<file path="src/ubgls_pkg.sv">
// Shared constants and types for the serial port and its link partner
package ubgls_pkg;
  typedef enum logic [1:0] {
    UBGLS_MODE0 = 2'b00,
    UBGLS_MODE1 = 2'b01,
    UBGLS_MODE2 = 2'b10,
    UBGLS_MODE3 = 2'b11
  } ubgls_mode_t;
  typedef enum logic [1:0] {
    UBGLS_TX_IDLE  = 2'b00,
    UBGLS_TX_FRAME = 2'b01,
    UBGLS_TX_SHIFT = 2'b10
  } ubgls_tx_t;
  typedef enum logic [1:0] {
    UBGLS_RX_IDLE  = 2'b00,
    UBGLS_RX_START = 2'b01,
    UBGLS_RX_DATA  = 2'b10,
    UBGLS_RX_STOP  = 2'b11
  } ubgls_rx_t;
  typedef enum logic [1:0] {
    UBGLS_LIN_PREP = 2'b00,
    UBGLS_LIN_WBRK = 2'b01,
    UBGLS_LIN_MEAS = 2'b10
  } ubgls_lin_t;
  localparam logic [3:0]  UBGLS_OVS_LAST  = 4'hf;
  localparam logic [3:0]  UBGLS_OVS_MID   = 4'h7;
  localparam logic [3:0]  UBGLS_BITS_M0   = 4'h8;
  localparam logic [3:0]  UBGLS_BITS_8    = 4'ha;
  localparam logic [3:0]  UBGLS_BITS_9    = 4'hb;
  localparam logic [3:0]  UBGLS_BRK_BITS  = 4'hd;
  localparam logic [3:0]  UBGLS_BRK_TOTAL = 4'he;
  localparam logic [13:0] UBGLS_BRK_PAT   = 14'h2000;
  localparam logic [11:0] UBGLS_BRK_MIN   = 12'h0b0;
  localparam logic [7:0]  UBGLS_SYNC_BYTE = 8'h55;
  localparam logic [2:0]  UBGLS_SYNC_FALL = 3'h5;
  localparam int unsigned UBGLS_SYNC_SHR  = 3;
  localparam logic [1:0]  UBGLS_M2_SLOW   = 2'h3;
  localparam logic [7:0]  UBGLS_BYTE_MAX  = 8'hff;
endpackage

</file>
<file path="src/ubgls_link_if.sv">
// Serial link between the port and its remote node
`timescale 1ns/100ps
interface ubgls_link_if;
  logic d2h_txd;
  logic d2h_sclk;
  logic h2d_txd;
  modport dev  (output d2h_txd, output d2h_sclk, input h2d_txd);
  modport host (input d2h_txd, input d2h_sclk, output h2d_txd);
endinterface

</file>
<file path="src/ubgls_dev.sv">
// Serial port with rate generator, divider, timer 1 and LIN autobaud
`timescale 1ns/100ps
// Function
// - Full duplex, one-byte receive buffer, overrun
// - Eight or nine data bits, LSB first
// - Four modes: shift, 8-bit, 9-bit fixed/variable
// - Mode 2 rate is clock/32 or /64
// - Variable rate from generator or timer 1
// - Down timer clocked by divider or prescaler
// - Fractional mode: run bit starts rate timer
// - Underflow reloads and emits one tick
// - Normal divider mode stops rate timer
// - Prescaler divides by two to field
// - Step/256 factor only in fractional mode
// - Rate formula; factor product above one
// - Rate never above clock over 32, except mode 0 shift at clock/2
// - Timer 1 rate formula with doubling bit
// - Normal mode: up-counter from step, readable
// - Overflow sets flag, interrupt, 256-step division
// - Interrupt on transmit and receive completion
// - Measure incoming bit rate for LIN
// - LIN header: break, sync 55h, identifier
// - Break is at least 13 dominant bits; the detector accepts a low run of 11 bits (176 ticks)
// - Headers sent only when master
// - Resynchronise on every header
// - Timer 1 reloads low byte from high
module ubgls_dev (
  input  wire logic       mclk,
  input  wire logic       reset_n,
  ubgls_link_if.dev       link,
  input  wire logic [1:0] mode,
  input  wire logic       rate_double_bit,
  input  wire logic       baud_src_timer1,
  input  wire logic       baud_timer_run,
  input  wire logic [2:0] baud_prescale_field,
  input  wire logic [7:0] baud_reload_value,
  input  wire logic       frac_div_enable,
  input  wire logic       frac_div_mode_select,
  input  wire logic [7:0] frac_div_increment_reg,
  output logic      [7:0] frac_div_count_reg,
  output logic            divider_overflow_flag,
  input  wire logic       divider_ovf_clear,
  output logic            divider_irq,
  input  wire logic       timer1_run,
  input  wire logic [7:0] timer1_high_byte,
  input  wire logic       tx_valid,
  input  wire logic [8:0] tx_data,
  output logic            tx_ready,
  input  wire logic       lin_master,
  input  wire logic       lin_break_req,
  output logic            tx_done_irq,
  input  wire logic       rx_enable,
  output logic      [8:0] rx_data,
  output logic            rx_full,
  input  wire logic       rx_read,
  output logic            rx_overrun,
  output logic            rx_done_irq,
  input  wire logic       lin_autobaud,
  output logic            lin_sync_done,
  output logic     [15:0] lin_bit_cycles
);
  typedef struct packed {
    logic [6:0]           pre;
    logic [7:0]           fd;
    logic                 fd_ovf;
    logic                 fd_irq;
    logic [7:0]           bt;
    logic                 lim;
    logic                 t1ph;
    logic [7:0]           t1lo;
    logic                 t1half;
    logic [1:0]           m2;
    ubgls_pkg::ubgls_tx_t txs;
    logic [3:0]           tovs;
    logic [3:0]           tbit;
    logic [13:0]          tsh;
    logic                 txd;
    logic                 sclk;
    logic                 ph;
    logic                 brk_pend;
    logic                 tx_irq;
    logic [7:0]           msh;
    ubgls_pkg::ubgls_rx_t rxs;
    logic [3:0]           rovs;
    logic [3:0]           rbit;
    logic [8:0]           rsh;
    logic                 rxd_p;
    logic [8:0]           rbuf;
    logic                 rfull;
    logic                 rovr;
    logic                 rx_irq;
    ubgls_pkg::ubgls_lin_t ls;
    logic [11:0]          low;
    logic [2:0]           edges;
    logic [18:0]          cyc;
    logic [15:0]          lbits;
    logic                 ldone;
  } ubgls_dev_st_t;

  function automatic logic [6:0] ubgls_pre_mask(input logic [2:0] f);
    ubgls_pre_mask = 7'((8'h01 << f) - 8'h01);
  endfunction

  ubgls_dev_st_t s_q, s_d;
  logic       prescaler_output_clock, divider_output_clock, normal_mode, bg_raw, t1_ovf, t1_tick, tick;
  logic       fifo_valid, fifo_take, nine, rxd, fall, rx_done;
  logic [8:0] fifo_data, rx_word;
  logic [8:0] frac_sum;

  ubgls_fifo #(.W(9), .DEPTH(16)) u_txq (
    .mclk    (mclk),
    .reset_n (reset_n),
    .s_valid (tx_valid),
    .s_data  (tx_data),
    .s_ready (tx_ready),
    .m_valid (fifo_valid),
    .m_data  (fifo_data),
    .m_ready (fifo_take)
  );

  always_comb begin
    s_d = s_q;
    rxd = link.h2d_txd;
    fall = s_q.rxd_p && !rxd;
    s_d.rxd_p = rxd;
    nine = mode[1];
    normal_mode = frac_div_enable && frac_div_mode_select;
    rx_done = 1'b0;
    rx_word = '0;
    s_d.fd_irq = 1'b0;
    s_d.tx_irq = 1'b0;
    s_d.ldone = 1'b0;
    prescaler_output_clock = (s_q.pre == ubgls_pre_mask(baud_prescale_field));
    s_d.pre = prescaler_output_clock ? 7'h00 : s_q.pre + 7'h01;
    frac_sum = {1'b0, s_q.fd} + {1'b0, frac_div_increment_reg};
    divider_output_clock = 1'b0;
    if (frac_div_enable && prescaler_output_clock) begin
      if (!frac_div_mode_select) begin
        s_d.fd = frac_sum[7:0];
        divider_output_clock = frac_sum[8];
      end else if (s_q.fd == ubgls_pkg::UBGLS_BYTE_MAX) begin
        s_d.fd = frac_div_increment_reg;
        s_d.fd_ovf = 1'b1;
        s_d.fd_irq = 1'b1;
      end else begin
        s_d.fd = s_q.fd + 8'h01;
      end
    end
    if (divider_ovf_clear && !s_d.fd_irq) begin
      s_d.fd_ovf = 1'b0;
    end
    bg_raw = 1'b0;
    if (baud_timer_run && !normal_mode &&
        (frac_div_enable ? divider_output_clock : prescaler_output_clock)) begin
      if (s_q.bt == 8'h00) begin
        s_d.bt = baud_reload_value;
        bg_raw = 1'b1;
      end else begin
        s_d.bt = s_q.bt - 8'h01;
      end
    end
    // timer 1 auto-reload, one count per two clocks
    t1_ovf = 1'b0;
    s_d.t1ph = timer1_run ? !s_q.t1ph : s_q.t1ph;
    if (timer1_run && s_q.t1ph) begin
      if (s_q.t1lo == ubgls_pkg::UBGLS_BYTE_MAX) begin
        s_d.t1lo = timer1_high_byte;
        t1_ovf = 1'b1;
      end else begin
        s_d.t1lo = s_q.t1lo + 8'h01;
      end
    end
    // doubling bit halves the overflow division
    if (t1_ovf) begin
      s_d.t1half = !s_q.t1half;
    end
    t1_tick = t1_ovf && (rate_double_bit || s_q.t1half);
    s_d.m2 = s_q.m2 + 2'h1;
    if (mode == ubgls_pkg::UBGLS_MODE2) begin
      tick = rate_double_bit ? s_q.m2[0] : (s_q.m2 == ubgls_pkg::UBGLS_M2_SLOW);
    end else begin
      tick = baud_src_timer1 ? t1_tick : bg_raw;
    end
    // no two ticks back to back
    // factor product of one is refused
    tick = tick && !s_q.lim;
    s_d.lim = tick;

    if (lin_break_req && lin_master) begin
      s_d.brk_pend = 1'b1;
    end
    fifo_take = 1'b0;
    case (s_q.txs)
      ubgls_pkg::UBGLS_TX_IDLE: begin
        s_d.tovs = 4'h0;
        s_d.ph = 1'b0;
        // Frames start on a tick, else the first bit runs short
        // 13 dominant bits then delimiter
        if (s_q.brk_pend && tick && mode != ubgls_pkg::UBGLS_MODE0) begin
          s_d.brk_pend = 1'b0;
          s_d.tsh = ubgls_pkg::UBGLS_BRK_PAT;
          s_d.tbit = ubgls_pkg::UBGLS_BRK_TOTAL;
          s_d.txs = ubgls_pkg::UBGLS_TX_FRAME;
        end else if (fifo_valid &&
                     (tick || mode == ubgls_pkg::UBGLS_MODE0)) begin
          fifo_take = 1'b1;
          // start bit then data LSB first
          s_d.tsh = nine ? {4'hf, fifo_data, 1'b0}
                         : {5'h1f, fifo_data[7:0], 1'b0};
          s_d.tbit = nine ? ubgls_pkg::UBGLS_BITS_9
                          : ubgls_pkg::UBGLS_BITS_8;
          if (mode == ubgls_pkg::UBGLS_MODE0) begin
            s_d.tsh = {6'h3f, fifo_data[7:0]};
            s_d.tbit = ubgls_pkg::UBGLS_BITS_M0;
            s_d.txs = ubgls_pkg::UBGLS_TX_SHIFT;
          end else begin
            s_d.txs = ubgls_pkg::UBGLS_TX_FRAME;
          end
        end
      end
      ubgls_pkg::UBGLS_TX_FRAME: begin
        if (tick) begin
          s_d.tovs = s_q.tovs + 4'h1;
          if (s_q.tovs == ubgls_pkg::UBGLS_OVS_LAST) begin
            s_d.tsh = {1'b1, s_q.tsh[13:1]};
            s_d.tbit = s_q.tbit - 4'h1;
            if (s_q.tbit == 4'h1) begin
              s_d.tx_irq = 1'b1;
              s_d.txs = ubgls_pkg::UBGLS_TX_IDLE;
            end
          end
        end
      end
      default: begin
        // mode 0 shifts one bit per two clocks
        s_d.ph = !s_q.ph;
        if (s_q.ph) begin
          s_d.msh = {rxd, s_q.msh[7:1]};
          s_d.tsh = {1'b1, s_q.tsh[13:1]};
          s_d.tbit = s_q.tbit - 4'h1;
          if (s_q.tbit == 4'h1) begin
            s_d.tx_irq = 1'b1;
            rx_done = 1'b1;
            rx_word = {1'b0, rxd, s_q.msh[7:1]};
            s_d.txs = ubgls_pkg::UBGLS_TX_IDLE;
          end
        end
      end
    endcase
    s_d.txd = (s_d.txs == ubgls_pkg::UBGLS_TX_IDLE) ? 1'b1 : s_d.tsh[0];
    s_d.sclk = (s_d.txs != ubgls_pkg::UBGLS_TX_SHIFT) || s_d.ph;

    if (!rx_enable || mode == ubgls_pkg::UBGLS_MODE0) begin
      s_d.rxs = ubgls_pkg::UBGLS_RX_IDLE;
    end else if (tick) begin
      s_d.rovs = s_q.rovs + 4'h1;
      case (s_q.rxs)
        ubgls_pkg::UBGLS_RX_IDLE: begin
          s_d.rovs = 4'h0;
          if (!rxd) begin
            s_d.rxs = ubgls_pkg::UBGLS_RX_START;
          end
        end
        ubgls_pkg::UBGLS_RX_START: begin
          if (s_q.rovs == ubgls_pkg::UBGLS_OVS_MID && rxd) begin
            s_d.rxs = ubgls_pkg::UBGLS_RX_IDLE;
          end else if (s_q.rovs == ubgls_pkg::UBGLS_OVS_LAST) begin
            s_d.rbit = nine ? 4'h9 : 4'h8;
            s_d.rxs = ubgls_pkg::UBGLS_RX_DATA;
          end
        end
        ubgls_pkg::UBGLS_RX_DATA: begin
          if (s_q.rovs == ubgls_pkg::UBGLS_OVS_MID) begin
            s_d.rsh = {rxd, s_q.rsh[8:1]};
          end
          if (s_q.rovs == ubgls_pkg::UBGLS_OVS_LAST) begin
            s_d.rbit = s_q.rbit - 4'h1;
            if (s_q.rbit == 4'h1) begin
              s_d.rxs = ubgls_pkg::UBGLS_RX_STOP;
            end
          end
        end
        default: begin
          if (s_q.rovs == ubgls_pkg::UBGLS_OVS_MID) begin
            // realign 8-bit data to the low bits
            rx_done = 1'b1;
            rx_word = nine ? s_q.rsh : {1'b0, s_q.rsh[8:1]};
            s_d.rxs = ubgls_pkg::UBGLS_RX_IDLE;
          end
        end
      endcase
    end
    if (rx_read) begin
      s_d.rfull = 1'b0;
    end
    s_d.rx_irq = rx_done;
    if (rx_done) begin
      s_d.rbuf = rx_word;
      s_d.rfull = 1'b1;
      if (s_q.rfull && !rx_read) begin
        s_d.rovr = 1'b1;
      end
    end

    if (!lin_autobaud) begin
      s_d.ls = ubgls_pkg::UBGLS_LIN_PREP;
    end else begin
      case (s_q.ls)
        ubgls_pkg::UBGLS_LIN_PREP: begin
          s_d.low = '0;
          s_d.edges = '0;
          s_d.ls = ubgls_pkg::UBGLS_LIN_WBRK;
        end
        ubgls_pkg::UBGLS_LIN_WBRK: begin
          if (!rxd && tick && s_q.low != 12'hfff) begin
            s_d.low = s_q.low + 12'h001;
          end
          if (rxd && !s_q.rxd_p) begin
            s_d.low = '0;
            if (s_q.low >= ubgls_pkg::UBGLS_BRK_MIN) begin
              s_d.ls = ubgls_pkg::UBGLS_LIN_MEAS;
            end
          end
        end
        default: begin
          // five falls of 55h span eight bits
          s_d.cyc = s_q.cyc + 19'h00001;
          if (fall) begin
            s_d.edges = s_q.edges + 3'h1;
            if (s_q.edges == 3'h0) begin
              s_d.cyc = 19'h00001;
            end
            if (s_d.edges == ubgls_pkg::UBGLS_SYNC_FALL) begin
              s_d.lbits = 16'(s_q.cyc >> ubgls_pkg::UBGLS_SYNC_SHR);
              s_d.ldone = 1'b1;
              s_d.ls = ubgls_pkg::UBGLS_LIN_PREP;
            end
          end
        end
      endcase
    end
  end

  always_ff @(posedge mclk or negedge reset_n) begin
    if (!reset_n) begin
      s_q       <= '0;
      s_q.txd   <= 1'b1;
      s_q.sclk  <= 1'b1;
      s_q.rxd_p <= 1'b1;
    end else begin
      s_q <= s_d;
    end
  end

  assign link.d2h_txd          = s_q.txd;
  assign link.d2h_sclk         = s_q.sclk;
  assign frac_div_count_reg    = s_q.fd;
  assign divider_overflow_flag = s_q.fd_ovf;
  assign divider_irq           = s_q.fd_irq;
  assign tx_done_irq           = s_q.tx_irq;
  assign rx_data               = s_q.rbuf;
  assign rx_full               = s_q.rfull;
  assign rx_overrun            = s_q.rovr;
  assign rx_done_irq           = s_q.rx_irq;
  assign lin_sync_done         = s_q.ldone;
  assign lin_bit_cycles        = s_q.lbits;
endmodule

</file>
<file path="src/ubgls_fifo.sv">
// Valid/ready FIFO built from flip-flops
`timescale 1ns/100ps
module ubgls_fifo #(
  parameter int unsigned W     = 9,
  parameter int unsigned DEPTH = 16
) (
  input  wire logic         mclk,
  input  wire logic         reset_n,
  input  wire logic         s_valid,
  input  wire logic [W-1:0] s_data,
  output logic              s_ready,
  output logic              m_valid,
  output logic [W-1:0]      m_data,
  input  wire logic         m_ready
);
  localparam int unsigned AW = $clog2(DEPTH);
  if (DEPTH < 2 || (DEPTH & (DEPTH - 1)) != 0) begin : g_bad
    $error("ubgls_fifo depth must be a power of two");
  end
  typedef struct packed {
    logic [DEPTH-1:0][W-1:0] mem;
    logic [AW-1:0]           wp;
    logic [AW-1:0]           rp;
    logic [AW:0]             cnt;
    logic                    full;
    logic                    empty;
  } ubgls_fifo_st_t;
  ubgls_fifo_st_t s_q, s_d;
  logic push, pop;
  always_comb begin
    s_d  = s_q;
    push = s_valid && !s_q.full;
    pop  = m_ready && !s_q.empty;
    if (push) begin
      s_d.mem[s_q.wp] = s_data;
      s_d.wp = s_q.wp + 1'b1;
    end
    if (pop) begin
      s_d.rp = s_q.rp + 1'b1;
    end
    s_d.cnt   = s_q.cnt + {{AW{1'b0}}, push} - {{AW{1'b0}}, pop};
    s_d.full  = (s_d.cnt == (AW+1)'(DEPTH));
    s_d.empty = (s_d.cnt == '0);
  end
  always_ff @(posedge mclk or negedge reset_n) begin
    if (!reset_n) begin
      s_q       <= '0;
      s_q.empty <= 1'b1;
    end else begin
      s_q <= s_d;
    end
  end
  assign s_ready = !s_q.full;
  assign m_valid = !s_q.empty;
  assign m_data  = s_q.mem[s_q.rp];
endmodule

</file>
<file path="src/flat_wrapper.sv">
// flat-port wrapper written by rule: the top's interface ports become plain ports
module ubgls_dev_flat 
  (mclk, reset_n, mode, rate_double_bit, baud_src_timer1, baud_timer_run, baud_prescale_field, baud_reload_value, frac_div_enable, frac_div_mode_select, frac_div_increment_reg, frac_div_count_reg, divider_overflow_flag, divider_ovf_clear, divider_irq, timer1_run, timer1_high_byte, tx_valid, tx_data, tx_ready, lin_master, lin_break_req, tx_done_irq, rx_enable, rx_data, rx_full, rx_read, rx_overrun, rx_done_irq, lin_autobaud, lin_sync_done, lin_bit_cycles, link_d2h_txd, link_d2h_sclk, link_h2d_txd);
  ubgls_link_if link_i ();
  input  wire logic mclk;
  input  wire logic reset_n;
  input  wire logic [1:0] mode;
  input  wire logic rate_double_bit;
  input  wire logic baud_src_timer1;
  input  wire logic baud_timer_run;
  input  wire logic [2:0] baud_prescale_field;
  input  wire logic [7:0] baud_reload_value;
  input  wire logic frac_div_enable;
  input  wire logic frac_div_mode_select;
  input  wire logic [7:0] frac_div_increment_reg;
  output logic      [7:0] frac_div_count_reg;
  output logic divider_overflow_flag;
  input  wire logic divider_ovf_clear;
  output logic divider_irq;
  input  wire logic timer1_run;
  input  wire logic [7:0] timer1_high_byte;
  input  wire logic tx_valid;
  input  wire logic [8:0] tx_data;
  output logic tx_ready;
  input  wire logic lin_master;
  input  wire logic lin_break_req;
  output logic tx_done_irq;
  input  wire logic rx_enable;
  output logic      [8:0] rx_data;
  output logic rx_full;
  input  wire logic rx_read;
  output logic rx_overrun;
  output logic rx_done_irq;
  input  wire logic lin_autobaud;
  output logic lin_sync_done;
  output logic     [15:0] lin_bit_cycles;
  output wire logic [$bits(link_i.d2h_txd)-1:0] link_d2h_txd;
  output wire logic [$bits(link_i.d2h_sclk)-1:0] link_d2h_sclk;
  input wire logic [$bits(link_i.h2d_txd)-1:0] link_h2d_txd;
  assign link_d2h_txd = link_i.d2h_txd;
  assign link_d2h_sclk = link_i.d2h_sclk;
  assign link_i.h2d_txd = link_h2d_txd;
  ubgls_dev u_core (.mclk(mclk), .reset_n(reset_n), .link(link_i), .mode(mode), .rate_double_bit(rate_double_bit), .baud_src_timer1(baud_src_timer1), .baud_timer_run(baud_timer_run), .baud_prescale_field(baud_prescale_field), .baud_reload_value(baud_reload_value), .frac_div_enable(frac_div_enable), .frac_div_mode_select(frac_div_mode_select), .frac_div_increment_reg(frac_div_increment_reg), .frac_div_count_reg(frac_div_count_reg), .divider_overflow_flag(divider_overflow_flag), .divider_ovf_clear(divider_ovf_clear), .divider_irq(divider_irq), .timer1_run(timer1_run), .timer1_high_byte(timer1_high_byte), .tx_valid(tx_valid), .tx_data(tx_data), .tx_ready(tx_ready), .lin_master(lin_master), .lin_break_req(lin_break_req), .tx_done_irq(tx_done_irq), .rx_enable(rx_enable), .rx_data(rx_data), .rx_full(rx_full), .rx_read(rx_read), .rx_overrun(rx_overrun), .rx_done_irq(rx_done_irq), .lin_autobaud(lin_autobaud), .lin_sync_done(lin_sync_done), .lin_bit_cycles(lin_bit_cycles));
endmodule
</file>
<file path="config.mk">
export PLATFORM = sky130hd
export DESIGN_NAME = ubgls_dev_flat
export DESIGN_NICKNAME = d
export VERILOG_FILES = /design/src/ubgls_pkg.sv /design/src/ubgls_link_if.sv /design/src/ubgls_dev.sv /design/src/ubgls_fifo.sv /design/src/flat_wrapper.sv
export SDC_FILE = /design/constraint.sdc
export NUM_CORES = 1
export LEC_CHECK = 0
export BUFFER_PORTS_ARGS = -buffer_cell sky130_fd_sc_hd__buf_2
export CAP_MARGIN = 20
export CORE_UTILIZATION = 55
export DETAILED_ROUTE_END_ITERATION = 10
export GPL_TIMING_DRIVEN = 0
export PLACE_DENSITY = 0.76
export SYNTH_ARGS = -nofsm -noshare
export SYNTH_HDL_FRONTEND = slang
export SYNTH_SLANG_ARGS = --single-unit
export TNS_END_PERCENT = 20
</file>
<file path="constraint.sdc">
create_clock -name mclk -period 5 [get_ports mclk]
set_clock_uncertainty 0.1 [all_clocks]
set_input_delay 0.5 -clock mclk [delete_from_list [all_inputs] [get_ports mclk]]
set_output_delay 0.5 -clock mclk [all_outputs]
set_load 0.02 [all_outputs]
</file>
==> impl_metrics.json <==
{
  "tightest_slew_ns": 1.12,
  "clkTransAtPathRegs_ns": 0.05,
  "drc_errors": 1,
  "worstPathRequired_ns": 5.32,
  "post_synth_inst_count": 1349,
  "switchingPower_mw": 3.37,
  "path_max_fanout": 10,
  "multi_input_area_um2": 7430,
  "vdd_drop_max_uv": 421,
  "yosysTopAreaCell": "dfrtp_1",
  "cts_tree": "done",
  "nNetsFinal": 1591,
  "p_leak_nw": 8.43,
  "powerDensity_nw_per_um2": 562,
  "final_hold_viol_count": 0,
  "final_cell_mix": "dfrtp_1, mux2_2, buf_2, nor2_1, nand2_1",
  "yosysWarnings": 0,
  "largest_reg_flops": 159,
  "initial_utilization_pct": 55.8,
  "grt_usage_pct": 23.9,
  "placed_cells": 1834,
  "routed_wl_um": 35100,
  "first_pass_iters": 8,
  "overflow": 0,
  "synth_top_cells_by_area": "dfrtp_1, mux2_2, mux4_2, mux2i_1, ha_1",
  "cp-start-kind": "input pin",
  "ant_nets": 0,
  "die_w_um": 173,
  "portBuffers": 95,
  "endpoint_kind": "register",
  "place_area_um2": 17100,
  "synthFlopType": "dfrtp_1",
  "grt_max_degree": 128,
  "seqPwrFrac_pct": 39.8,
  "violations": "DRC",
  "syn-cell-area_um2": 16000,
  "fin_cells": 1906,
  "outcome": "complete, but fails checks",
  "cts.sinks": 318,
  "syn_nets": 1441,
  "worst_slack_ns": 0.202,
  "comb_power_share_pct": 35.3,
  "path_class": "in2reg",
  "design.die.area_um2": 29800,
  "seq_area_um2": 7960,
  "maxSlewViolCount": 0,
  "ioPinCount": 97,
  "max_flop_register": "u_core.u_txq.s_q",
  "post_drt_wl_per_cell_um": 18.4,
  "clock.fmax_ghz": 0.208,
  "die-height_um": 173,
  "swShare_pct": 32.7,
  "fillerInstances": 2191,
  "rows": 62,
  "grt_pass1_wl_um": 58000,
  "post_drt_via_cell_ratio": 5.85,
  "synthDistinctLibCells": 75,
  "dp_slack_ns": -0.640,
  "whs_ns": 0.0219,
  "p_int_mw": 6.94,
  "rrSetupSlack_ns": 0.21,
  "slew_headroom_pct": 24.8,
  "grt_pass1_vias": 11300,
  "setup_viol": 0,
  "cts_root_buf": "clkbuf_16",
  "hold_class": "in2reg",
  "synth_top_area_share_pct": 49.1,
  "postSynthAreaPerCell_um2": 11.9,
  "diodes": 0,
  "design.core.area_um2": 28700,
  "p_clk_share_pct": 24.9,
  "crit_arrival_ns": 5.12,
  "finish.instance_area_um2": 18300,
  "areaGrowthSynthToFinish_pct": 14.5,
  "place_congestion": 0.880,
  "async_flop_share_pct": 100,
  "dp_hpwl_um": 23200,
  "synth-edff-count": 0,
  "timing.final.crit_share_pct": 96.0,
  "synth_seq_area_share_pct": 49.7,
  "cts.htree.levels": 2,
  "final_common_cell": "dfrtp_1",
  "drv_cap": 0,
  "drtIter0Drc": 677,
  "vias": 11200,
  "final_layout_size_suffix_gt1_share_pct": 28.9,
  "antenna_found_initial": 2,
  "fin_crit_ns": 4.80,
  "insertion_delay_ns": 0.52,
  "cts_buffers": 36,
  "synth_seq_cells": 318,
  "cts_buffer_depth": 3
}
## power groups by stage
stage | sequential, mW | clock (mW) | combinational [mW]
finish | 4.10 | 2.57 | 3.64
global route | 4.21 | 2.71 | 3.99
CTS | 4.09 | 2.62 | 3.64
detailed placement | 4.11 | 0 | 3.61
global placement | 4.06 | 0 | 3.47
floorplan | 3.95 | 0 | 2.79
## worst max-delay path, cell delays in order
cell      delay, ns
buf_2          0.11
clkbuf_1       0.18
or3_1          0.40
ha_1           0.27
or4b_2         0.67
nand3_1        0.15
xor2_2         0.11
nor4_4         0.24
buf_2          0.29
o211ai_1       0.12
buf_4          0.18
nand2_2        0.12
ha_1           0.25
inv_1          0.05
ha_1           0.16
inv_1          0.06
fa_1           0.48
inv_1          0.05
or4_1          0.55
nor2_1         0.14
## path summary, 6_finish.rpt
check	from	end	cells after the start
max reg2reg	u_core.s_q[135]$_DFFE_PN0P_	u_core.u_txq.s_q[0]$_DFF_PN1_	18
min reg2reg	u_core.s_q[122]$_DFF_PN0_	u_core.s_q[122]$_DFF_PN0_	1
min	link_h2d_txd	u_core.s_q[65]$_DFF_PN1_	1
max	baud_prescale_field[2]	u_core.u_txq.s_q[0]$_DFF_PN1_	20
max in group asynchronous	reset_n	u_core.u_txq.s_q[101]$_DFFE_PN0P_	4
min in group asynchronous	reset_n	u_core.frac_div_count_reg[1]$_DFFE_PN0P_	2
## cells in the mapped netlist (all sizes together), types with 3 or more instances
| cell type | number |
|---|---|
| a211oi | 3 |
| a21boi | 4 |
| a21o | 8 |
| a21oi | 56 |
| a221o | 16 |
| a221oi | 4 |
| a22o | 3 |
| a31oi | 7 |
| and2 | 6 |
| and3 | 11 |
| and4 | 6 |
| buf | 41 |
| clkbuf | 50 |
| dfrtp | 314 |
| dfstp | 4 |
| ha | 36 |
| inv | 42 |
| mux2 | 180 |
| mux2i | 47 |
| mux4 | 39 |
| nand2 | 79 |
| nand2b | 13 |
| nand3 | 40 |
| nand4 | 14 |
| nor2 | 90 |
| nor2b | 14 |
| nor3 | 16 |
| nor4 | 6 |
| nor4b | 3 |
| o2111ai | 3 |
| o211ai | 9 |
| o21a | 3 |
| o21ai | 53 |
| o22a | 4 |
| o22ai | 4 |
| o311ai | 3 |
| o31ai | 10 |
| or2 | 4 |
| or3 | 12 |
| or4 | 7 |
| or4b | 5 |
| xnor2 | 23 |
| xor2 | 25 |
## metrics by stage
step	total power [mW]	setup TNS [ns]	utilization, %
2_1_floorplan	6.74	0	-
3_3_place_gp	7.53	-815.38	59.1
3_5_place_dp	7.72	-1.64	59.5
4_1_cts	10.3	0	63.6
5_1_grt	10.9	-0.00174	63.9
6_report	10.3	0	63.9
## routing by layer
metal | share of wire (%) | track usage, % | up-vias
met1 | 44 | 32.0 | 5611
met5 | 0.077 | 0 | -
li1 | - | - | 5185
met4 | 2.7 | 7.70 | 4
met2 | 49 | 39.8 | 287
met3 | 5.1 | 4.00 | 65
## cell families (layout without fill, tap and decap cells)
group	Yosys count	in the layout	share of synthesized area (%)
buffers and inverters	133	306	3.91
AOI/OAI and AO/OA	211	211	8.79
DFF	318	318	49.7
adders and majority gates	38	38	3.06
and+or+nand+nor	335	335	10.8
xor gates and xnor gates	48	48	2.63
muxes	266	266	21.1
## repair_timing
item,4_1_cts,5_1_grt
hold endpoints to repair,61,0
endpoints found under the setup margin,2,2
pin swaps,1,2
gates resized for setup,0,2
cloned,0,0
buffers inserted,1,3
hold buffers,1,0
## final cells by class
class	count	area share (%)
clock inverter	9	0.566
timing repair buffer	112	3.76
inverter	42	0.860
clock buffer	52	5.68
tap	384	2.62
multi-input combinational	898	40.5
buffer	91	2.56
sequential	318	43.4
No activity file was read; power rests on OpenSTA's default activity.
